## src/rtl/rcm_pkg.sv

```systemverilog
// Purpose: shared constants for the reference clock monitor and selector
// Assumes: classic wishbone, 32-bit data, byte addresses
// Notes: register offsets are word aligned
package rcm_pkg;
    localparam int NUM_INPUTS = 4;
    localparam int LOSS_EDGES = 3;
    // register byte offsets
    localparam logic [7:0] OFS_CTRL = 8'h00;
    localparam logic [7:0] OFS_PRIO = 8'h04;
    localparam logic [7:0] OFS_HOLD = 8'h08;
    localparam logic [7:0] OFS_STATUS = 8'h0C;
    localparam logic [7:0] OFS_STICKY = 8'h10;
    // ctrl fields
    localparam int CTRL_MODE_LSB = 0;
    localparam int CTRL_SEL_LSB = 2;
    localparam int CTRL_REVERTIVE_ENABLE = 4;
    localparam int CTRL_BLOCK = 5;
    localparam int CTRL_REVALIDATION_COUNT_LSB = 8;
    localparam int REVALIDATION_COUNT_W = 8;
    localparam logic [7:0] REVALIDATION_COUNT_RST = 8'h04;
    // hold fields
    localparam int HOLD_START_LSB = 0;
    localparam int HOLD_PRESC_LSB = 8;
    localparam int PRESC_W = 24;
    localparam logic [7:0] HOLD_START_RST = 8'hFF;
    localparam logic [23:0] PRESC_RST = 24'h020000;
    // status fields
    localparam int ST_INPUT_LSB = 0;
    localparam int ST_SEL_LSB = 4;
    localparam int REF_LIVE_STATUS_LIVE = 6;
    localparam int ST_HOLDOVER = 7;
    // sticky fields
    localparam int SK_INPUT_LSB = 0;
    localparam int SK_REF = 4;
    typedef enum logic [1:0]
    {
        MODE_MANUAL = 2'h0,
        MODE_AUTO = 2'h1,
        MODE_SHORT_HOLD = 2'h2,
        MODE_AUTO_HOLD = 2'h3
    } rcm_mode_t;
endpackage

```

## src/rtl/rcm_selector.sv

```systemverilog
// Purpose: four-input reference clock monitor with priority selection
// Assumes: clk_i 40 MHz; ref inputs pre-synchronised samples; ticks are
//          one-cycle pulses from the loss-detect divider and the VCXO path
// Notes: registers on classic wishbone; unmapped reads return zero
//
// The implementer's own choices: the Wishbone interface to the registers and the register offsets.

module rcm_selector #(
    parameter int FREQ_W = 16
) (
    // clock and reset
    input wire logic clk_i,
    input wire logic rst_n_i,
    // reference inputs
    input wire logic [3:0] ref_clk_i,
    input wire logic [3:0] ref_diff_zero_i,
    input wire logic los_tick_i,
    input wire logic vcxo_tick_i,
    input wire logic [FREQ_W-1:0] freq_word_i,
    // wishbone slave
    input wire logic wb_cyc_i,
    input wire logic wb_stb_i,
    input wire logic wb_we_i,
    input wire logic [7:0] wb_adr_i,
    input wire logic [3:0] wb_sel_i,
    input wire logic [31:0] wb_dat_i,
    output logic [31:0] wb_dat_o,
    output logic wb_ack_o,
    // selection outputs
    output logic [1:0] active_sel_o,
    output logic holdover_o,
    output logic [FREQ_W-1:0] hold_freq_o
);
    localparam int N = rcm_pkg::NUM_INPUTS;

    logic rst_s1, rst_n;

    always_ff @(posedge clk_i or negedge rst_n_i)
        if (!rst_n_i)
        begin
            rst_s1 <= 1'b0;
            rst_n <= 1'b0;
        end
        else
        begin
            rst_s1 <= 1'b1;
            rst_n <= rst_s1;
        end

    // configuration
    logic [1:0] selection_mode, manual_sel;
    logic revertive_enable, monitor_flag_block;
    logic [7:0] revalidation_count, holdoff_start_value;
    logic [23:0] holdoff_prescaler;
    logic [1:0] prio [N];
    logic [3:0] input_live_status, input_sticky_los;
    logic ref_live_status, ref_sticky_status;
    logic [1:0] sel;
    logic hold;

    wire wb_req = wb_cyc_i && wb_stb_i && !wb_ack_o;
    wire wb_wr = wb_req && wb_we_i && wb_sel_i[0];
    wire wr_ctrl = wb_wr && wb_adr_i == rcm_pkg::OFS_CTRL;
    wire wr_prio = wb_wr && wb_adr_i == rcm_pkg::OFS_PRIO;
    wire wr_hold = wb_wr && wb_adr_i == rcm_pkg::OFS_HOLD;
    wire wr_sticky = wb_wr && wb_adr_i == rcm_pkg::OFS_STICKY;

    always_ff @(posedge clk_i or negedge rst_n)
        if (!rst_n)
        begin
            selection_mode <= 2'h0;
            manual_sel <= 2'h0;
            revertive_enable <= 1'b0;
            monitor_flag_block <= 1'b0;
            revalidation_count <= rcm_pkg::REVALIDATION_COUNT_RST;
            holdoff_start_value <= rcm_pkg::HOLD_START_RST;
            holdoff_prescaler <= rcm_pkg::PRESC_RST;
        end
        else
        begin
            if (wr_ctrl)
            begin
                selection_mode <= wb_dat_i[rcm_pkg::CTRL_MODE_LSB +: 2];
                manual_sel <= wb_dat_i[rcm_pkg::CTRL_SEL_LSB +: 2];
                revertive_enable <= wb_dat_i[rcm_pkg::CTRL_REVERTIVE_ENABLE];
                monitor_flag_block <= wb_dat_i[rcm_pkg::CTRL_BLOCK];
                revalidation_count <= wb_dat_i[rcm_pkg::CTRL_REVALIDATION_COUNT_LSB +: 8];
            end
            if (wr_hold)
            begin
                holdoff_start_value <= wb_dat_i[rcm_pkg::HOLD_START_LSB +: 8];
                holdoff_prescaler <= wb_dat_i[rcm_pkg::HOLD_PRESC_LSB +: 24];
            end
        end

    // priorities may change at any time
    always_ff @(posedge clk_i or negedge rst_n)
        if (!rst_n)
            for (int i = 0; i < N; i++)
                prio[i] <= 2'h0;
        else if (wr_prio)
            for (int i = 0; i < N; i++)
                prio[i] <= wb_dat_i[2*i +: 2];

    // per-input activity monitor
    logic [3:0] loss_evt, reval_evt;
    genvar g;
    generate
        for (g = 0; g < N; g++)
        begin : g_mon
            logic prev, armed;
            logic [1:0] miss;
            logic [7:0] good;
            wire edge_seen = ref_clk_i[g] && !prev && !ref_diff_zero_i[g];
            always_ff @(posedge clk_i or negedge rst_n)
                if (!rst_n)
                begin
                    prev <= 1'b0;
                    miss <= 2'h0;
                    good <= 8'h00;
                    armed <= 1'b1;
                    input_live_status[g] <= 1'b0;
                    input_sticky_los[g] <= 1'b0;
                end
                else
                begin
                    prev <= ref_clk_i[g];
                    // a static input never produces edge_seen
                    if (edge_seen)
                        miss <= 2'h0;
                    else if (los_tick_i && miss != 2'(rcm_pkg::LOSS_EDGES))
                        miss <= miss + 2'h1;
                    if (loss_evt[g])
                    begin
                        input_live_status[g] <= 1'b0;
                        good <= 8'h00;
                        if (!monitor_flag_block)
                        begin
                            input_sticky_los[g] <= 1'b1;
                            armed <= 1'b0;
                        end
                    end
                    else if (!input_live_status[g] && edge_seen)
                    begin
                        if (good + 8'h01 >= revalidation_count)
                            input_live_status[g] <= 1'b1;
                        good <= good + 8'h01;
                    end
                    // clear by writing 1 only after revalidation
                    if (wr_sticky && wb_dat_i[g] && input_live_status[g]
                        && !loss_evt[g])
                    begin
                        input_sticky_los[g] <= 1'b0;
                        armed <= 1'b1;
                    end
                end
            // missed edges or zero differential, once re-armed
            assign loss_evt[g] = input_live_status[g] && armed &&
                ((los_tick_i && !edge_seen &&
                  miss == 2'(rcm_pkg::LOSS_EDGES - 1)) || ref_diff_zero_i[g]);
            assign reval_evt[g] = !input_live_status[g] && edge_seen &&
                good + 8'h01 >= revalidation_count && !ref_diff_zero_i[g];
        end
    endgenerate

    // highest-priority valid input, lowest index on ties
    logic [1:0] best;
    logic best_ok;
    wire [3:0] cand = input_live_status | reval_evt;
    wire none_live = input_live_status == 4'h0;
    always_comb
    begin
        best = 2'h0;
        best_ok = 1'b0;
        for (int i = N - 1; i >= 0; i--)
            if (cand[i] && (!best_ok || prio[i] >= prio[best]))
            begin
                best = 2'(i);
                best_ok = 1'b1;
            end
    end

    // hold-off prescaler and counter
    logic [23:0] presc;
    logic [7:0] hcnt;
    logic expire;
    wire hold_run = selection_mode == rcm_pkg::MODE_AUTO_HOLD && hold;
    always_ff @(posedge clk_i or negedge rst_n)
        if (!rst_n)
        begin
            presc <= 24'h000000;
            hcnt <= rcm_pkg::HOLD_START_RST;
            expire <= 1'b0;
        end
        else
        begin
            expire <= 1'b0;
            if (!hold_run) // prescaler held at zero outside
            begin
                presc <= 24'h000000;
                hcnt <= holdoff_start_value;
            end
            else if (hcnt == 8'h00)
            begin
                expire <= 1'b1;
                hcnt <= holdoff_start_value;
            end
            else if (vcxo_tick_i)
            begin
                if (presc + 24'h000001 >= holdoff_prescaler)
                begin
                    presc <= 24'h000000;
                    hcnt <= hcnt - 8'h01;
                end
                else
                    presc <= presc + 24'h000001;
            end
        end

    // selection state machine
    wire sel_live = input_live_status[sel];
    wire sel_lost = loss_evt[sel];
    always_ff @(posedge clk_i or negedge rst_n)
        if (!rst_n)
        begin
            sel <= 2'h0;
            hold <= 1'b0;
            ref_live_status <= 1'b0;
            ref_sticky_status <= 1'b0;
        end
        else
        begin
            unique case (rcm_pkg::rcm_mode_t'(selection_mode))
                rcm_pkg::MODE_MANUAL:
                begin
                    sel <= manual_sel;
                    hold <= 1'b0;
                    ref_live_status <= input_live_status[manual_sel];
                end
                rcm_pkg::MODE_SHORT_HOLD:
                begin
                    sel <= manual_sel;
                    if (loss_evt[manual_sel])
                    begin
                        hold <= 1'b1;
                        ref_live_status <= 1'b0;
                        ref_sticky_status <= 1'b0;
                    end
                    else if (input_live_status[manual_sel])
                    begin
                        hold <= 1'b0;
                        ref_live_status <= 1'b1;
                    end
                end
                rcm_pkg::MODE_AUTO:
                begin
                    hold <= 1'b0;
                    if (!sel_live || sel_lost)
                    begin
                        // switch at once, or wait for any revalidated
                        if (best_ok && !loss_evt[best])
                            sel <= best;
                    end
                    else if (revertive_enable && best_ok &&
                             prio[best] > prio[sel])
                        sel <= best;
                    ref_live_status <= sel_live && !sel_lost;
                end
                rcm_pkg::MODE_AUTO_HOLD:
                begin
                    if (sel_lost)
                    begin
                        hold <= 1'b1;
                        ref_live_status <= 1'b0;
                        ref_sticky_status <= 1'b0;
                    end
                    else if (expire || (hold && none_live && |reval_evt))
                    begin
                        // keep recovered ref, else best, else stay
                        if (sel_live)
                        begin
                            hold <= 1'b0;
                            ref_live_status <= 1'b1;
                        end
                        else if (best_ok)
                        begin
                            sel <= best;
                            hold <= 1'b0;
                            ref_live_status <= 1'b1;
                        end
                    end
                    else if (!hold && revertive_enable && best_ok &&
                             prio[best] > prio[sel])
                        sel <= best;
                end
            endcase
            if (wr_sticky && wb_dat_i[rcm_pkg::SK_REF] && ref_live_status
                && !sel_lost)
                ref_sticky_status <= 1'b1;
        end

    // holdover value: frozen frequency word while in holdover
    always_ff @(posedge clk_i or negedge rst_n)
        if (!rst_n)
        begin
            hold_freq_o <= '0;
            active_sel_o <= 2'h0;
            holdover_o <= 1'b0;
        end
        else
        begin
            if (!hold)
                hold_freq_o <= freq_word_i;
            active_sel_o <= sel;
            holdover_o <= hold;
        end

    // wishbone answer: one wait-free cycle, unmapped reads zero
    always_ff @(posedge clk_i or negedge rst_n)
        if (!rst_n)
        begin
            wb_ack_o <= 1'b0;
            wb_dat_o <= 32'h00000000;
        end
        else
        begin
            wb_ack_o <= wb_req;
            wb_dat_o <= 32'h00000000;
            if (wb_req && !wb_we_i)
                unique case (wb_adr_i)
                    rcm_pkg::OFS_CTRL:
                        wb_dat_o <= {16'h0000, revalidation_count, 2'h0,
                                     monitor_flag_block, revertive_enable,
                                     manual_sel, selection_mode};
                    rcm_pkg::OFS_PRIO:
                        wb_dat_o <= {24'h000000, prio[3], prio[2], prio[1],
                                     prio[0]};
                    rcm_pkg::OFS_HOLD:
                        wb_dat_o <= {holdoff_prescaler, holdoff_start_value};
                    rcm_pkg::OFS_STATUS:
                        wb_dat_o <= {24'h000000, hold, ref_live_status, sel,
                                     input_live_status};
                    rcm_pkg::OFS_STICKY:
                        wb_dat_o <= {27'h0000000, ref_sticky_status,
                                     input_sticky_los};
                    default:
                        wb_dat_o <= 32'h00000000;
                endcase
        end
endmodule // rcm_selector

```

## config.mk

```make
export PLATFORM = sky130hd
export DESIGN_NAME = rcm_selector
export DESIGN_NICKNAME = d
export VERILOG_FILES = /design/src/rtl/rcm_pkg.sv /design/src/rtl/rcm_selector.sv
export SDC_FILE = /design/constraint.sdc
export NUM_CORES = 1
export LEC_CHECK = 0
export ABC_CLOCK_PERIOD_IN_PS = 6800
export BUFFER_PORTS_ARGS = -buffer_cell sky130_fd_sc_hd__buf_2
export CAP_MARGIN = 20
export CORE_ASPECT_RATIO = 0.8
export CORE_MARGIN = 2
export CORE_UTILIZATION = 55
export CTS_CLUSTER_DIAMETER = 100
export CTS_CLUSTER_SIZE = 16
export DETAILED_ROUTE_END_ITERATION = 16
export PLACE_DENSITY = 0.74
export RECOVER_POWER = 50
export SLEW_MARGIN = 30
export SYNTH_ARGS = -nofsm -noshare
export SYNTH_HDL_FRONTEND = slang
export SYNTH_SLANG_ARGS = --single-unit
```

## constraint.sdc

```tcl
create_clock -name clk_i -period 6.8 [get_ports clk_i]
set_clock_uncertainty 0.1 [all_clocks]
set_input_delay 1.36 -clock clk_i [delete_from_list [all_inputs] [get_ports clk_i]]
set_output_delay 1.36 -clock clk_i [all_outputs]
set_load 0.1 [all_outputs]
```

==> impl_metrics.csv <==
group,metric,value,unit
grt,track_usage,0.258,
clock_tree,clk_path_buf_depth,3,
synth,ys_seq_elements,202,
grt,grt_pass1_vias,8606,
power_and_ir_drop,p_seq_frac,0.498,
synth,synth_top_flop_cell,"dfrtp_1",
synth,avgSynthCellArea,10.2,µm²
final_layout,nFillCells,1593,
floorplanning,die_x,163,µm
hold_path,hold_path.class,"register to asynchronous set/reset pin",
placement,placed_cell_area,12300,µm²
power_and_ir_drop,pwr-share-clk,0.331,
detailed_routing,drc_errors,0,
synth,synthCells,1085,
detailed_routing,antenna_left,0,
synth,synth_area_leader_cell,"dfrtp_1",
synth,async_flop_share,1.00,
sta,max_freq,0.131,GHz
placement,io_buffers,123,
grt,grt_pass1_wl,43700,µm
final_layout,area_growth,18.0,%
setup_path,reg2reg_slack,-0.84,ns
clock_tree,htree_levels,1,
synth,synthTopCellsByArea,"dfrtp_1, ha_1, mux2_2",
setup_path,critPathTopFamily,"compound AO/OA/AOI/OAI gates",
placement,dp_hpwl,19500,µm
power_and_ir_drop,power_leakage,6.54,nW
setup_path,cp-end-kind,"register",
final_layout,drive_above_1_share,0.265,
final_layout,fin_cells,1529,
synth,synth_edf_count,0,
placement,gp_congestion,0.874,
synth,synth_top_area_share,0.406,
detailed_routing,first_iter_violations,702,
setup_path,cp_slowest_stage_delay,0.42,ns
floorplanning,start_util,0.561,
run_status,violations,"capacitance limit, slew limit, setup timing",
detailed_routing,routed_wl,27600,µm
placement,dp_cells,1481,
clock_tree,clkTransAtPathRegs,0.07,ns
sta,slew_headroom,-1.57,
clock_tree,cts_tree,"done",
final_layout,fin_area,13100,µm²
synth,synth.most_common_cell,"dfrtp_1",
setup_path,arrival,7.91,ns
power_and_ir_drop,power.switching,0.770,mW
power_and_ir_drop,power_frac_comb,0.171,
synth,syn-num-nets,1239,
floorplanning,die_y,131,µm
final_layout,nets,1410,
synth,synthTopCellsByCount,"dfrtp_1, nand2_1, nor2_1",
synth,ys.warnings.count,0,
setup_path,required,7.07,ns
detailed_routing,vias_per_cell,5.82,
clock_tree,clock_sinks,202,
synth,ys_types,71,
sta,fin_hold_ws,0.211,ns
sta,setup_ws,-0.838,ns
clock_tree,clk_latency,0.49,ns
sta,rsz0062_at_grt,"yes",
setup_path,cp_num_buf_inv,3,
run,maxCapViolations,3,
sta,hold_violations,0,
sta,period_minus_slack,7.64,ns
final_layout,antennaDiodeCount,0,
clock_tree,hold_buffers,0,
clock_tree,cts_root_buf,"clkbuf_16",
grt,antenna_found_initial,0,
detailed_routing,vias,8904,
clock_tree,cts_buffers,16,
floorplanning,rows,46,
setup_path,crit_top_cell,"ha_1",
sta,setup_viol,2,
setup_path,start_kind,"register",
run_status,status,"finished with violations",
floorplanning,boundaryPins,127,
floorplanning,core-area,19800,µm²
power_and_ir_drop,ir_drop,0.182,mV
grt,overflow,0,
setup_path,cp_max_fo,5,
sta,min_period_over_period,1.12,
power_and_ir_drop,intPower,1.94,mW
grt,grt_max_degree,74,
power_and_ir_drop,powerDensity,207,nW/µm²
floorplanning,die_area,21300,µm²
synth,syn_area,11100,µm²
setup_path,slowest_stage,"dfrtp_1",
sta,worst_pin_slew,3.86,ns
detailed_routing,drt_pass1_iterations,5,
sta,report.final.slew_viol_count,188,
setup_path,worstSetupPathType,"register to register",
power_and_ir_drop,swShare,0.284,
synth,ys_seq_area_frac,0.458,
detailed_routing,routedWlPerCell,18.1,µm
==> registers in the layout, indices dropped and copies added (netlist names), 8 cells and up <==
name / count
hcnt: 8
presc: 24
g_mon.good: 32
g_mon.miss: 8
holdoff_start_value: 8
holdoff_prescaler: 24
wb_dat_o: 32
prio: 8
hold_freq_o: 16
revalidation_count: 8
==> power by group through the flow <==
stage          clock [mW]  combinational [mW]  sequential, mW
2_1_floorplan           0               0.255            1.41
3_3_place_gp            0               0.429            1.37
3_5_place_dp            0               0.448            1.37
4_1_cts             0.909               0.456            1.35
5_1_grt             0.959               0.526            1.36
6_report            0.896               0.464            1.35
==> per-layer routing <==
metal	GRT usage	routed length, µm	up-vias
li1	-	-	4175
met1	0.375	12700	4347
met2	0.408	12400	314
met3	0.0355	1660	68
met4	0.0791	882	0
met5	0	0	-
==> through the flow <==
step                setup TNS, ns  worst slack [ns]   util  power [mW]
floorplan                  -0.779            -0.390      -        1.67
CTS                         -1.55            -0.778  0.657        2.72
global placement            -1.31            -0.656  0.622        1.80
global route                -2.57             -1.29  0.662        2.84
finish                      -1.65            -0.838  0.662        2.71
detailed placement          -1.82            -0.909  0.623        1.82
==> worst paths after layout <==
| check | from | endpoint | cells past startpoint |
|---|---|---|---|
| hold reg to reg | rst_n$_DFF_PN0_ | g_mon[3].good[5]$_DFFE_PN0P_ | 0 |
| setup reg to reg | g_mon[3].good[1]$_DFFE_PN0P_ | sel[1]$_DFFE_PN0P_ | 40 |
| min in group clk_i | rst_s1$_DFF_PN0_ | rst_n$_DFF_PN0_ | 0 |
| max in group asynchronous | rst_n$_DFF_PN0_ | wb_dat_o[29]$_DFF_PN0_ | 2 |
| setup / recovery | g_mon[3].good[1]$_DFFE_PN0P_ | sel[1]$_DFFE_PN0P_ | 40 |
| hold / removal | rst_n$_DFF_PN0_ | g_mon[3].good[5]$_DFFE_PN0P_ | 0 |
==> what timing repair did <==
item / 4_1_cts / 5_1_grt
buffers inserted: 19 / 1
pin swaps: 19 / 17
gates resized for setup: 16 / 15
setup endpoints to repair: 2 / 2
==> cells in the final DEF (no fill, tap or decap), types with 5 or more instances in the layout <==
| master | count |
|---|---|
| xnor2_1 | 30 |
| dfstp_2 | 22 |
| nor2_1 | 90 |
| ha_1 | 77 |
| a21o_1 | 15 |
| a21oi_1 | 30 |
| nor4_1 | 18 |
| o21a_1 | 5 |
| xor2_1 | 27 |
| inv_1 | 55 |
| clkbuf_1 | 14 |
| and3_1 | 6 |
| a31oi_1 | 8 |
| mux4_2 | 5 |
| buf_4 | 69 |
| dfrtp_1 | 179 |
| nand4_1 | 12 |
| or3_1 | 9 |
| nand3_1 | 51 |
| o21ai_1 | 5 |
| a211o_1 | 5 |
| mux2i_1 | 12 |
| o21ai_0 | 47 |
| nor3_1 | 13 |
| nor2b_1 | 5 |
| buf_2 | 120 |
| nand2b_1 | 15 |
| mux2_2 | 57 |
| nand2_1 | 103 |
| mux2_1 | 13 |
| a222oi_1 | 5 |
| clkbuf_16 | 17 |
| a22o_1 | 26 |
| nand3b_1 | 5 |
==> kinds of logic after synthesis <==
family | Yosys count | share of synthesized area
compound gates | 188 | 0.116
flops | 202 | 0.458
xor+xnor | 60 | 0.0473
fa+ha+maj | 79 | 0.0890
other cells | 1 | 0.000338
buf+inv | 100 | 0.0371
mux | 90 | 0.0962
simple gates | 365 | 0.156
==> area by class of cell <==
class,instances,area (µm²),area share
multi-input cells,783,5850,0.446
inverters,56,210,0.0160
well taps,264,330,0.0252
flip-flops and latches,202,5080,0.388
clock inverters,1,8.76,0.000669
repair buffers,197,1160,0.0886
clock buffers,26,459,0.0350
(Power assumes the default switching activity.)
